**src/shared/pll_clock_pkg.sv**
```systemverilog
// Notes on behaviour
// - Base clock is crystal or loop clock halved
// - Bus clock runs at half the base clock
// - Base select set ignored while loop unpowered
// - Prescaler field resets clear, locked while powered
// - Prescaler exponent equals code, multiplier 1..8
// - Range field resets clear, locked while powered
// - Range exponent equals code, multiplier 1..8
// - Upper four high multiplier bits read zero
// - Low multiplier byte locked while loop powered
// - Multiplier zero gives a divider of one, but reads back zero
`default_nettype none
package pll_clock_pkg;

    // Bus geometry
    localparam int unsigned addr_width = 12;
    localparam int unsigned data_width = 32;
    localparam int unsigned reg_width = 8;

    // Register byte addresses
    localparam logic [11:0] control_addr = 12'h000;
    localparam logic [11:0] mult_high_addr = 12'h004;
    localparam logic [11:0] mult_low_addr = 12'h008;
    localparam logic [11:0] status_addr = 12'h00c;

    // Control register field positions
    localparam int unsigned range_lsb = 0;
    localparam int unsigned range_msb = 1;
    localparam int unsigned pre_lsb = 2;
    localparam int unsigned pre_msb = 3;
    localparam int unsigned select_bit = 4;
    localparam int unsigned power_bit = 5;

    // Multiplier field widths
    localparam int unsigned mult_high_width = 4;
    localparam int unsigned mult_width = 12;
    localparam int unsigned code_width = 2;
    localparam int unsigned factor_width = 4;

    // Reset values
    localparam logic [1:0] pre_reset = 2'h0;
    localparam logic [1:0] range_reset = 2'h0;
    localparam logic [3:0] mult_high_reset = 4'h0;
    localparam logic [7:0] mult_low_reset = 8'h40;

    // Divider constants
    localparam logic [11:0] mult_zero = 12'h000;
    localparam logic [11:0] mult_one = 12'h001;
    localparam logic [3:0] factor_one = 4'h1;
    localparam int unsigned sync_stages = 2;

    // Clock source choices
    typedef enum logic [1:0] {
        src_crystal_type_val = 2'b01,
        src_vco_type_val = 2'b10
    } source_type;

endpackage : pll_clock_pkg
`default_nettype wire

```
**src/rtl/clock_halver.sv**
```systemverilog
`timescale 1ns/1ps
`default_nettype none
module clock_halver #(
    parameter int unsigned SYNC_STAGES = 2
) (
    // Clock and reset
    input wire logic pclk,
    input wire logic presetn,
    // Clock to be halved
    input wire logic src,
    // Halved clock, from a flip-flop
    output logic half_ff
);

    // Either a full synchroniser or none at all, refused at elaboration
    generate
        if (SYNC_STAGES != 0 && SYNC_STAGES != 2) begin : g_bad_stages
            $error("clock_halver: SYNC_STAGES must be 0 or 2");
        end
    endgenerate

    // Source as seen in the pclk domain
    logic level;
    // Previous sampled level for edge detection
    logic last_ff;
    // Rising edge of the sampled source
    wire rise = level & ~last_ff;

    generate
        if (SYNC_STAGES == 2) begin : g_sync
            // First stage is read only by the second
            logic meta_ff;
            logic safe_ff;
            always_ff @(posedge pclk or negedge presetn) begin
                if (!presetn) begin
                    meta_ff <= 1'b0;
                    safe_ff <= 1'b0;
                end else begin
                    meta_ff <= src;
                    safe_ff <= meta_ff;
                end
            end
            assign level = safe_ff;
        end else begin : g_direct
            // Already in the pclk domain
            assign level = src;
        end
    endgenerate

    // Toggle on each rising edge, halving the rate
    always_ff @(posedge pclk or negedge presetn) begin
        if (!presetn) begin
            last_ff <= 1'b0;
            half_ff <= 1'b0;
        end else begin
            last_ff <= level;
            half_ff <= rise ? ~half_ff : half_ff;
        end
    end

endmodule : clock_halver
`default_nettype wire

```
**src/rtl/pll_clock_program_logic.sv**
```systemverilog
// Our own choices: the APB interface to the registers and the placing of the registers.
`timescale 1ns/1ps
`default_nettype none
module pll_clock_program_logic (
    // Clock and reset
    input wire logic pclk,
    input wire logic presetn,
    // APB request
    input wire logic psel,
    input wire logic penable,
    input wire logic pwrite,
    input wire logic [pll_clock_pkg::addr_width-1:0] paddr,
    input wire logic [pll_clock_pkg::data_width-1:0] pwdata,
    input wire logic [3:0] pstrb,
    // APB answer
    output logic pready,
    output logic [pll_clock_pkg::data_width-1:0] prdata,
    output logic pslverr,
    // Clock sources from outside
    input wire logic crystal_clock,
    input wire logic vco_clock,
    // Derived clocks
    output logic base_clock_out,
    output logic bus_clock_out,
    // Settings toward the analogue loop
    output logic pll_power_on,
    output logic base_clock_select,
    output logic [pll_clock_pkg::code_width-1:0] prescaler_select,
    output logic [pll_clock_pkg::factor_width-1:0] prescaler_multiplier,
    output logic [pll_clock_pkg::code_width-1:0] vco_range_select,
    output logic [pll_clock_pkg::factor_width-1:0] vco_range_multiplier,
    output logic [pll_clock_pkg::mult_width-1:0] feedback_divider
);

    import pll_clock_pkg::*;

    // Package geometry must match the 8-bit registers and the word bus
    generate
        if (mult_width != mult_high_width + reg_width) begin : g_bad_mult
            $error("pll_clock_program_logic: multiplier widths disagree");
        end
        if (power_bit >= reg_width || data_width < mult_width + 2) begin : g_bad_fields
            $error("pll_clock_program_logic: control or status fields do not fit");
        end
    endgenerate

    // Register state

    // Loop power enable
    logic power_ff;
    // Base source is the loop clock when set
    logic select_ff;
    // Prescaler code
    logic [code_width-1:0] pre_ff;
    // Oscillator range code
    logic [code_width-1:0] range_ff;
    // Upper nibble of the feedback multiplier
    logic [mult_high_width-1:0] mult_high_ff;
    // Low byte of the feedback multiplier
    logic [reg_width-1:0] feedback_multiplier_low_ff;

    // Next loop power enable
    logic nxt_power;
    // Next base source select
    logic nxt_select;
    // Next prescaler code
    logic [code_width-1:0] nxt_pre;
    // Next oscillator range code
    logic [code_width-1:0] nxt_range;
    // Next upper multiplier nibble
    logic [mult_high_width-1:0] nxt_mult_high;
    // Next low multiplier byte
    logic [reg_width-1:0] nxt_mult_low;

    // Read data held for the access phase
    logic [data_width-1:0] rdata_ff;
    // Read data chosen in the setup phase
    logic [data_width-1:0] nxt_rdata;
    // Unmapped address seen in the setup phase
    logic slverr_ff;
    // Next unmapped flag
    logic nxt_slverr;

    // Feedback divider with zero shown as one
    logic [mult_width-1:0] divider_ff;
    // Divider value for the next edge
    logic [mult_width-1:0] nxt_divider;
    // Prescaler factor, one shifted by the code
    logic [factor_width-1:0] pre_mult_ff;
    // Range factor, one shifted by the code
    logic [factor_width-1:0] range_mult_ff;

    // Bus decode

    // Setup phase, when read data is prepared
    wire setup_phase = psel & ~penable;
    // Access phase completes in one cycle
    wire access_phase = psel & penable;
    // Write taking effect at this edge
    wire write_now = access_phase & pwrite & pstrb[0];

    // Control register addressed
    wire hit_control = (paddr == control_addr);
    // Upper multiplier register addressed
    wire hit_high = (paddr == mult_high_addr);
    // Low multiplier register addressed
    wire hit_low = (paddr == mult_low_addr);
    // Status register addressed
    wire hit_status = (paddr == status_addr);
    // Any mapped register addressed
    wire hit_any = hit_control | hit_high | hit_low | hit_status;

    // Control register write strobe
    wire wr_control = write_now & hit_control;
    // Upper multiplier write strobe
    wire wr_high = write_now & hit_high;
    // Low multiplier write strobe
    wire wr_low = write_now & hit_low;

    // Write data fields
    wire [reg_width-1:0] wbyte = pwdata[reg_width-1:0];
    wire w_power = wbyte[power_bit];
    wire w_select = wbyte[select_bit];
    wire [code_width-1:0] w_pre = wbyte[pre_msb:pre_lsb];
    wire [code_width-1:0] w_range = wbyte[range_msb:range_lsb];
    // Multiplier nibble, upper write bits dropped
    wire [mult_high_width-1:0] w_high = wbyte[mult_high_width-1:0];

    // Multiplier settings may change only with the loop off
    wire settings_open = ~power_ff;

    // Next-value logic for the control register

    // Power and select interlock, both judged on current state
    always_comb begin
        nxt_power = power_ff;
        nxt_select = select_ff;
        if (wr_control) begin
            // Power may rise freely; falling needs select clear
            if (w_power || !select_ff) begin
                nxt_power = w_power;
            end
            // Select may fall freely; rising needs power on
            if (!w_select || power_ff) begin
                nxt_select = w_select;
            end
        end
    end

    // Prescaler and range codes, locked while powered
    always_comb begin
        nxt_pre = pre_ff;
        nxt_range = range_ff;
        if (wr_control && settings_open) begin
            nxt_pre = w_pre;
            nxt_range = w_range;
        end
    end

    // Next-value logic for the multiplier registers

    // Both multiplier bytes share the same lock
    always_comb begin
        nxt_mult_high = mult_high_ff;
        nxt_mult_low = feedback_multiplier_low_ff;
        if (wr_high && settings_open) begin
            // Only the lower nibble exists
            nxt_mult_high = w_high;
        end
        if (wr_low && settings_open) begin
            nxt_mult_low = wbyte;
        end
    end

    // Combined multiplier, zero treated as one
    wire [mult_width-1:0] mult_raw = {nxt_mult_high, nxt_mult_low};
    assign nxt_divider = (mult_raw == mult_zero) ? mult_one : mult_raw;

    // Power-of-two factors from the codes
    wire [factor_width-1:0] nxt_pre_mult = factor_one << nxt_pre;
    wire [factor_width-1:0] nxt_range_mult = factor_one << nxt_range;

    // Register storage

    // Control register
    always_ff @(posedge pclk or negedge presetn) begin
        if (!presetn) begin
            power_ff <= 1'b0;
            select_ff <= 1'b0;
            pre_ff <= pre_reset;
            range_ff <= range_reset;
        end else begin
            power_ff <= nxt_power;
            select_ff <= nxt_select;
            pre_ff <= nxt_pre;
            range_ff <= nxt_range;
        end
    end

    // Multiplier registers
    always_ff @(posedge pclk or negedge presetn) begin
        if (!presetn) begin
            mult_high_ff <= mult_high_reset;
            feedback_multiplier_low_ff <= mult_low_reset;
        end else begin
            mult_high_ff <= nxt_mult_high;
            feedback_multiplier_low_ff <= nxt_mult_low;
        end
    end

    // Derived settings kept in flip-flops
    always_ff @(posedge pclk or negedge presetn) begin
        if (!presetn) begin
            divider_ff <= {mult_high_reset, mult_low_reset};
            pre_mult_ff <= factor_one;
            range_mult_ff <= factor_one;
        end else begin
            divider_ff <= nxt_divider;
            pre_mult_ff <= nxt_pre_mult;
            range_mult_ff <= nxt_range_mult;
        end
    end

    // Read path

    // Control image: power, select, prescaler, range; unused bits zero
    wire [data_width-1:0] img_control = {{(data_width-power_bit-1){1'b0}},
        power_ff, select_ff, pre_ff, range_ff};
    // High multiplier image, upper nibble zero
    wire [data_width-1:0] img_high = {{(data_width-mult_high_width){1'b0}},
        mult_high_ff};
    // Low multiplier image
    wire [data_width-1:0] img_low = {{(data_width-reg_width){1'b0}},
        feedback_multiplier_low_ff};
    // Status image: select, power, effective divider
    wire [data_width-1:0] img_status = {{(data_width-mult_width-2){1'b0}},
        select_ff, power_ff, divider_ff};

    // Select the image for the addressed register
    always_comb begin
        nxt_rdata = rdata_ff;
        nxt_slverr = slverr_ff;
        if (setup_phase) begin
            nxt_slverr = ~hit_any;
            unique case (1'b1)
                hit_control: begin
                    nxt_rdata = img_control;
                end
                hit_high: begin
                    nxt_rdata = img_high;
                end
                hit_low: begin
                    nxt_rdata = img_low;
                end
                hit_status: begin
                    nxt_rdata = img_status;
                end
                default: begin
                    nxt_rdata = '0;
                end
            endcase
        end
    end

    // Answer held from setup through access
    always_ff @(posedge pclk or negedge presetn) begin
        if (!presetn) begin
            rdata_ff <= '0;
            slverr_ff <= 1'b0;
        end else begin
            rdata_ff <= nxt_rdata;
            slverr_ff <= nxt_slverr;
        end
    end

    // Zero-wait slave: every access completes in its first cycle
    assign pready = 1'b1;
    // Read data straight from its flip-flop
    assign prdata = rdata_ff;
    // Error shown only while the access phase stands
    assign pslverr = access_phase & slverr_ff;

    // Clock path

    // Crystal clock halved after synchronising
    logic crystal_half;
    clock_halver #(
        .SYNC_STAGES(sync_stages)
    ) u_crystal_half (
        .pclk(pclk),
        .presetn(presetn),
        .src(crystal_clock),
        .half_ff(crystal_half)
    );

    // Loop clock halved after synchronising
    logic vco_half;
    clock_halver #(
        .SYNC_STAGES(sync_stages)
    ) u_vco_half (
        .pclk(pclk),
        .presetn(presetn),
        .src(vco_clock),
        .half_ff(vco_half)
    );

    // Chosen source, registered to avoid a glitching mux
    logic base_ff;
    always_ff @(posedge pclk or negedge presetn) begin
        if (!presetn) begin
            base_ff <= 1'b0;
        end else begin
            base_ff <= select_ff ? vco_half : crystal_half;
        end
    end

    // Bus clock halves the base clock again
    logic bus_half;
    clock_halver #(
        .SYNC_STAGES(0)
    ) u_bus_half (
        .pclk(pclk),
        .presetn(presetn),
        .src(base_ff),
        .half_ff(bus_half)
    );

    // Outputs

    // Clocks
    assign base_clock_out = base_ff;
    assign bus_clock_out = bus_half;

    // Settings
    assign pll_power_on = power_ff;
    assign base_clock_select = select_ff;
    assign prescaler_select = pre_ff;
    assign prescaler_multiplier = pre_mult_ff;
    assign vco_range_select = range_ff;
    assign vco_range_multiplier = range_mult_ff;
    assign feedback_divider = divider_ff;

endmodule : pll_clock_program_logic
`default_nettype wire

```
**config.mk**
```make
export PLATFORM = sky130hd
export DESIGN_NAME = pll_clock_program_logic
export DESIGN_NICKNAME = d
export VERILOG_FILES = /design/src/shared/pll_clock_pkg.sv /design/src/rtl/clock_halver.sv /design/src/rtl/pll_clock_program_logic.sv
export SDC_FILE = /design/constraint.sdc
export NUM_CORES = 1
export LEC_CHECK = 0
export ABC_AREA = 1
export BUFFER_PORTS_ARGS = -buffer_cell sky130_fd_sc_hd__buf_2
export CELL_PAD_IN_SITES_DETAIL_PLACEMENT = 0
export CELL_PAD_IN_SITES_GLOBAL_PLACEMENT = 1
export CORE_MARGIN = 5
export CORE_UTILIZATION = 35
export CTS_CLUSTER_SIZE = 20
export DETAILED_ROUTE_END_ITERATION = 8
export PLACE_DENSITY_LB_ADDON = 0.1
export SKIP_CTS_REPAIR_TIMING = 1
export SLEW_MARGIN = 20
export SYNTH_ARGS = -nofsm -noshare
export SYNTH_HDL_FRONTEND = slang
export SYNTH_SLANG_ARGS = --single-unit
```
**constraint.sdc**
```tcl
create_clock -name pclk -period 1.68 [get_ports pclk]
set_clock_uncertainty 0.05 [all_clocks]
set_input_delay 0.336 -clock pclk [delete_from_list [all_inputs] [get_ports pclk]]
set_output_delay 0.336 -clock pclk [all_outputs]
set_load 0.01 [all_outputs]
```
---- Yosys cells after proc, flatten, opt, wreduce, memory -nomap -nowiden ----
Index checks and enable logic that the tools add are counted.
storage, ports and cells
  output and inout bits ................... 62
  bits of input ports ..................... 55
  bits in registers ....................... 82
  word-level logic and storage cells ...... 68
cells by class
  muxes and demuxes ....................... 7
  bitwise logic cells ..................... 23
  reduce and logical (&&, ||, !) cells .... 11
  shift operators ......................... 2
  eq/ne operators ......................... 3
operator list
  cell                   count
  $pmux W14 S4           1
  $eq A12 B4 Y1 const B  2
  $logic_not A12 Y1      2
  $eq A12 B3 Y1 const B  1
  $mux W12               1
  $and A1 B1 Y1          11
  $not A1 Y1             9
  $mux W8                1
  $shl A1 B2 Y4 const A  2
  $mux W2                2
  $mux W4                1
  $reduce_and A2 Y1      2
  $logic_and A1 B1 Y1    3
  $or A1 B1 Y1           3
  $logic_not A1 Y1       2
  $logic_or A1 B1 Y1     2
  $mux W1                1

---- Logic depth before layout (Yosys ltp) ----
  depth in word-level cells ............... 8
  mapped depth ............................ 12
  mapped depth without buffers ............ 11

---- By module ----
From an unflattened synthesis, not the netlist that was laid out.
unflattened totals
  cell total of the unflattened synthesis .. 329
  area total of the unflattened synthesis .. 2,925.3 um^2
modules (own cells, without submodules)
  module                              cells an instance  sequential area each (um^2)  times used  area an instance (um^2)
  pll_clock_program_logic             301                1,356.3                      1           2,603.7
  clock_halver at u_crystal_half ...  10                 100.1                        2           123.9
  clock_halver at u_bus_half          8                  50.0                         1           73.8

---- Worst setup path before layout ----
OpenSTA, ideal clock, no wires.
  kind .................................... input-to-reg
  from .................................... in paddr[11] (netlist name)
  to ...................................... reg divider_ff[0] (netlist: feedback_divider[0])
  slack ................................... 0.238 ns
  stages .................................. 10
  buffers on the path ..................... 1
  arrival time ............................ 1.327 ns
  setup time .............................. 0.065 ns
  data required time ...................... 1.565 ns
  cells stage by stage .................... nor2_1 nand2_2 nor2_8 buf_6 nand4_1 nand2_1 nand2_1 nor2_1 nand3_1 nand2_1
on the way
  word-level cells in the longest chain between the ends .. 6
  elaborated cells on any way between the ends .. 10
  those cells by class .................... eq/ne (2); mux (3); bitwise (2); reduce/logical (3)
RTL lines
  element                                                line                                                            RTL
  start: declaration                                     pll_clock_program_logic.sv:12                                   input wire logic [pll_clock_pkg::addr_width-1:0] paddr,
  $eq A12 B4 Y1 / $eq A12 B3 Y1 (equally long branches)  pll_clock_program_logic.sv:107, pll_clock_program_logic.sv:105
  $and A1 B1 Y1, on equally long branches                pll_clock_program_logic.sv:118, pll_clock_program_logic.sv:116
  $logic_and A1 B1 Y1, on equally long branches          pll_clock_program_logic.sv:170, pll_clock_program_logic.sv:166
  $mux W8 / $mux W4 (equally long branches)              pll_clock_program_logic.sv:170, pll_clock_program_logic.sv:166
  $logic_not A12 Y1                                      pll_clock_program_logic.sv:177                                  assign nxt_divider = (mult_raw == mult_zero) ? mult_one : mult_raw;
  $mux W12 *                                             pll_clock_program_logic.sv:177
  via nxt_divider[0]                                     pll_clock_program_logic.sv:87                                   logic [mult_width-1:0] nxt_divider;
  end signal: assignment                                 pll_clock_program_logic.sv:214                                  divider_ff <= {mult_high_reset, mult_low_reset};
  end signal: assignment                                 pll_clock_program_logic.sv:218                                  divider_ff <= nxt_divider;
  end: declaration                                       pll_clock_program_logic.sv:85                                   logic [mult_width-1:0] divider_ff;
Mark *: on every way through the listed nets, which the timed path passes. The rest lies on a longest branch.
A chain may end at the register's enable or synchronous reset.

---- Worst setup path after layout ----
  from .................................... reg power_ff (netlist: pll_power_on)
  to ...................................... reg divider_ff[0] (netlist: feedback_divider[0])
on the way
  word-level cells in the longest chain between the ends .. 5
  elaborated cells on any way between the ends .. 7
  those cells by class .................... mux (3); bitwise (1); reduce/logical (3)
RTL lines
  element                                        line                                                            RTL
  start: declaration                             pll_clock_program_logic.sv:50                                   logic power_ff;
  start signal: assignment                       pll_clock_program_logic.sv:193                                  power_ff <= nxt_power;
  $not A1 Y1 *                                   pll_clock_program_logic.sv:130                                  wire settings_open = ~power_ff;
  $logic_and A1 B1 Y1, on equally long branches  pll_clock_program_logic.sv:170, pll_clock_program_logic.sv:166
  $mux W8 / $mux W4 (equally long branches)      pll_clock_program_logic.sv:170, pll_clock_program_logic.sv:166
  $logic_not A12 Y1                              pll_clock_program_logic.sv:177
  $mux W12 *                                     pll_clock_program_logic.sv:177
  via nxt_divider[0]                             pll_clock_program_logic.sv:87
Marks and branches as above.

==> results.rst <==
.. list-table::
   :header-rows: 1

   * - Metric
     - Value
   * - Sw Share
     - 0.215
   * - Total Wirelength
     - approximately 6.7 mm
   * - Signed area change from the synthesized netlist to the final layout
     - 31.2%
   * - TritonCTS Sinks
     - 64
   * - Routed wire per std cell
     - about 13 um
   * - Most frequent cells in the layout
     - sky130_fd_sc_hd__buf_2, sky130_fd_sc_hd__nand2_1, sky130_fd_sc_hd__dfrtp_1
   * - Number of routed nets with antenna violations
     - 0
   * - Data arrival time at the worst-slack endpoint
     - 1.76 ns
   * - Final count of pins violating max slew
     - 0
   * - Most common cell after layout, fill and taps aside
     - sky130_fd_sc_hd__buf_2
   * - DRC viols
     - 0
   * - Placed cell areas
     - 3550 um2
   * - Pre-CTS setup slack
     - -0.116 ns
   * - Highest net fanout along the worst path
     - 10
   * - Worst min-delay path class
     - input port to register
   * - Register-to-register setup slack
     - 0.14 ns
   * - Cell Rows
     - 33
   * - Share of final-layout standard cells stronger than drive strength 1
     - 0.342
   * - Detailed router's first-iteration violation count
     - slightly below 80
   * - Synthesized cell area
     - between 2000 and 3000 um2
   * - VDD IR-drop max
     - 0.414 mV
   * - Chip Width
     - 101 um
   * - RSZ-0062 raised after global routing
     - no
   * - Post-route clock period utilization
     - 0.919
   * - Clock network power share
     - 0.444
   * - Origin of the critical flop-to-flop path
     - pll_power_on$_DFFE_PN0P_
   * - Result of the run
     - completed
   * - Cell variety after synth
     - 34
   * - Global-route wire length before repair
     - 10.8 mm
   * - Total routing resource utilization after global routing
     - 0.138
   * - Dpl cells
     - 522
   * - Hold Vio Cnt, Final
     - 0
   * - Highest achievable clock rate
     - between 600 and 700 MHz
   * - Clock latency reported for the late side of the worst-skew pair
     - roughly 0.33 ns
   * - Synthesized instance count
     - 318
   * - Vias
     - 2284
   * - Dpl hpwl
     - 5.23 mm
   * - Flop and latch count out of synthesis
     - 64
   * - Largest area contributor in the synthesized netlist
     - sky130_fd_sc_hd__dfrtp_1
   * - Gate family responsible for the most delay along the worst path
     - simple AND/OR/NAND/NOR gates
   * - Element type at the critical path end
     - register
   * - Launching element type of the critical path
     - register
   * - Clock tree from TritonCTS
     - built
   * - Total grt overflow
     - 0
   * - Part of the power in combinational logic
     - 0.079
   * - Vias per std cell
     - 4.25
   * - Critical path buffer and inverter count
     - 2
   * - Total die area
     - 10200 um2
   * - Cell Chain, Critical Path
     - inv_1 > nand2_4 > inv_4 > nand3_4 > o21ai_2 > nand2_1 > nor2_1 > nand3_1 > nand2_1
   * - Seq pwr share
     - 0.476
   * - Leakage dissipation
     - 2.03 nW
   * - Maximum number of pins on one net before global-route repair
     - 65
   * - Final critical-path required period
     - 1.54 ns
   * - Final std cell area, no fill
     - 3810 um2
   * - Internal power
     - 2.72 mW
   * - H-tree Lvls
     - 3
   * - Max Buffers Root-to-Sink
     - 2
   * - Number of synthesis warnings
     - 0
   * - Number of detailed-routing iterations run before antenna repair
     - 4
   * - Vias in the first global route
     - 2228
   * - R2R depth
     - 9
   * - Reg clk slew, reported paths
     - 0.07 ns
   * - Start point of the worst hold path
     - crystal_clock
   * - Final nets
     - 484
   * - Total CTS buffers
     - 9
   * - Final std cells w/o fill
     - 538
   * - Syn avg cell area
     - 9.13 um2
   * - Largest cells by area after synthesis
     - sky130_fd_sc_hd__dfrtp_1, sky130_fd_sc_hd__nand2_1, sky130_fd_sc_hd__inv_1
   * - Initial core utilization
     - 0.357
   * - Net switching power
     - 0.743 mW
   * - Capture point of the worst reg-to-reg path
     - feedback_divider[0]$_DFF_PN0_
   * - # setup viols final
     - 0
   * - Critical path class
     - register to register
   * - Max-capacitance violation count
     - 0
   * - Routability congestion estimate from global placement
     - approximately 0.81
   * - Cell count of the worst hold path
     - 1
   * - Master of the slowest instance on the critical path
     - sky130_fd_sc_hd__dfrtp_1
   * - Number of fill cells
     - slightly above 800
   * - Endpoint of the worst hold path
     - u_crystal_half.g_sync.meta_ff$_DFF_PN0_
   * - Number of antenna violations at the first check in global routing
     - 0
   * - Longest individual stage delay on the worst path
     - 0.41 ns
   * - Setup ws final
     - 0.136 ns
   * - Buffers added on ports
     - 70
   * - Data required, critical path
     - 1.90 ns
   * - Share of Yosys cell area claimed by the top area cell type
     - 0.517
   * - Core footprint
     - 8130 um2
   * - PwrDens
     - 907 nW/um2
   * - Vertical extent of the die
     - 101 um
   * - Number of top-level design ports
     - 117
   * - Antenna cell count
     - 0
   * - Share of the yosys chip area belonging to registers
     - 0.553
   * - Clk root buf
     - sky130_fd_sc_hd__clkbuf_8
   * - Worst path most repeated cell
     - sky130_fd_sc_hd__nand2_1
## how the worst max path moves through the flow
| stage | startpoint | endpoint | slack (ns) | cells past startpoint |
|---|---|---|---|---|
| 3_5_place_dp | paddr[7] | feedback_divider[0]$_DFF_PN0_ | -0.12 | 11 |
| 2_1_floorplan | paddr[11] | feedback_divider[0]$_DFF_PN0_ | 0.24 | 10 |
| 3_3_place_gp | paddr[11] | feedback_divider[0]$_DFF_PN0_ | -0.10 | 11 |
| 6_report | pll_power_on$_DFFE_PN0P_ | feedback_divider[0]$_DFF_PN0_ | 0.14 | 9 |
| 4_1_cts | pll_power_on$_DFFE_PN0P_ | feedback_divider[0]$_DFF_PN0_ | 0.1 | 9 |
| 5_1_grt | pll_power_on$_DFFE_PN0P_ | feedback_divider[0]$_DFF_PN0_ | 0.004 | 9 |
## cell families (layout without fill, tap and decap cells)
| group | after synthesis | after routing | share of synthesized area |
|---|---|---|---|
| buffers and inverters | 86 | 184 | 0.145 |
| DFF | 64 | 64 | 0.553 |
| other | 2 | 19 | 0.00259 |
| and+or+nand+nor | 127 | 127 | 0.215 |
| AOI/OAI and AO/OA | 36 | 36 | 0.0750 |
| xor gates and xnor gates | 3 | 3 | 0.00905 |
## flip-flops by register name, indices dropped and copies added (netlist names)
name                           cells
prescaler_select                   2
u_crystal_half.g_sync.safe_ff      1
pll_power_on                       1
feedback_divider                  12
u_crystal_half.last_ff             1
base_clock_select                  1
vco_range_select                   2
base_clock_out                     1
u_crystal_half.g_sync.meta_ff      1
vco_range_multiplier               4
u_vco_half.g_sync.safe_ff          1
slverr_ff                          1
prdata                            14
u_vco_half.g_sync.meta_ff          1
u_bus_half.half_ff                 1
u_vco_half.half_ff                 1
feedback_multiplier_low_ff         8
prescaler_multiplier               4
u_crystal_half.half_ff             1
mult_high_ff                       4
u_vco_half.last_ff                 1
u_bus_half.last_ff                 1
## final cells by class
cell class / instances / area [um2] / share of cell area
Clock buffer: 13 / 179 / 0.0469
Clock inverter: 2 / 60.1 / 0.0158
Inverter: 63 / 239 / 0.0627
Multi-Input combinational cell: 185 / 947 / 0.249
Sequential cell: 64 / 1610 / 0.422
Tap cell: 105 / 131 / 0.0345
Timing Repair Buffer: 106 / 648 / 0.170
## cell usage after synthesis, drive strengths merged
cell    instances
nand2          75
inv            62
dfrtp          60
o21ai          28
nor2           25
buf            22
nand3          14
nand4           9
dfstp           4
nor3            4
a21oi           2
a22o            2
conb            2
o22ai           2
o31ai           2
xnor2           2
clkbuf          1
clkinv          1
xor2            1
## worst reg2reg max path: stages, from the launching register on
cell	delay, ns
sky130_fd_sc_hd__dfrtp_1	0.41
sky130_fd_sc_hd__inv_1	0.12
sky130_fd_sc_hd__nand2_4	0.08
sky130_fd_sc_hd__inv_4	0.08
sky130_fd_sc_hd__nand3_4	0.16
sky130_fd_sc_hd__o21ai_2	0.18
sky130_fd_sc_hd__nand2_1	0.08
sky130_fd_sc_hd__nor2_1	0.14
sky130_fd_sc_hd__nand3_1	0.10
sky130_fd_sc_hd__nand2_1	0.07
## through the flow
stage	util	setup TNS [ns]	total power, mW	hold slack [ns]
6_report	0.469	0	3.46	0.0603
5_1_grt	0.469	0	3.64	0.0368
4_1_cts	0.466	0	3.52	-0.0365
3_5_place_dp	0.437	-0.447	1.96	0.286
3_3_place_gp	0.437	-0.277	1.94	0.284
2_1_floorplan	-	0	1.84	-0.00959
## per-layer routing
metal | share of wire | track usage | vias up
met3 | 0.086 | 0.0498 | 7
met2 | 0.45 | 0.214 | 78
li1 | - | - | 1164
met4 | 0.0090 | 0.0429 | 0
met5 | 0 | 0 | -
met1 | 0.45 | 0.178 | 1035
## power groups by stage
stage                     clock network (mW)  registers (mW)  logic, mW
final                                   1.54            1.65      0.274
after global routing                    1.67            1.65      0.308
after CTS                               1.59            1.65      0.281
after detailed placement                   0            1.68      0.280
after global placement                     0            1.67      0.273
after floorplan                            0            1.68      0.158
Note: power is estimated with default switching activity, not from simulation.
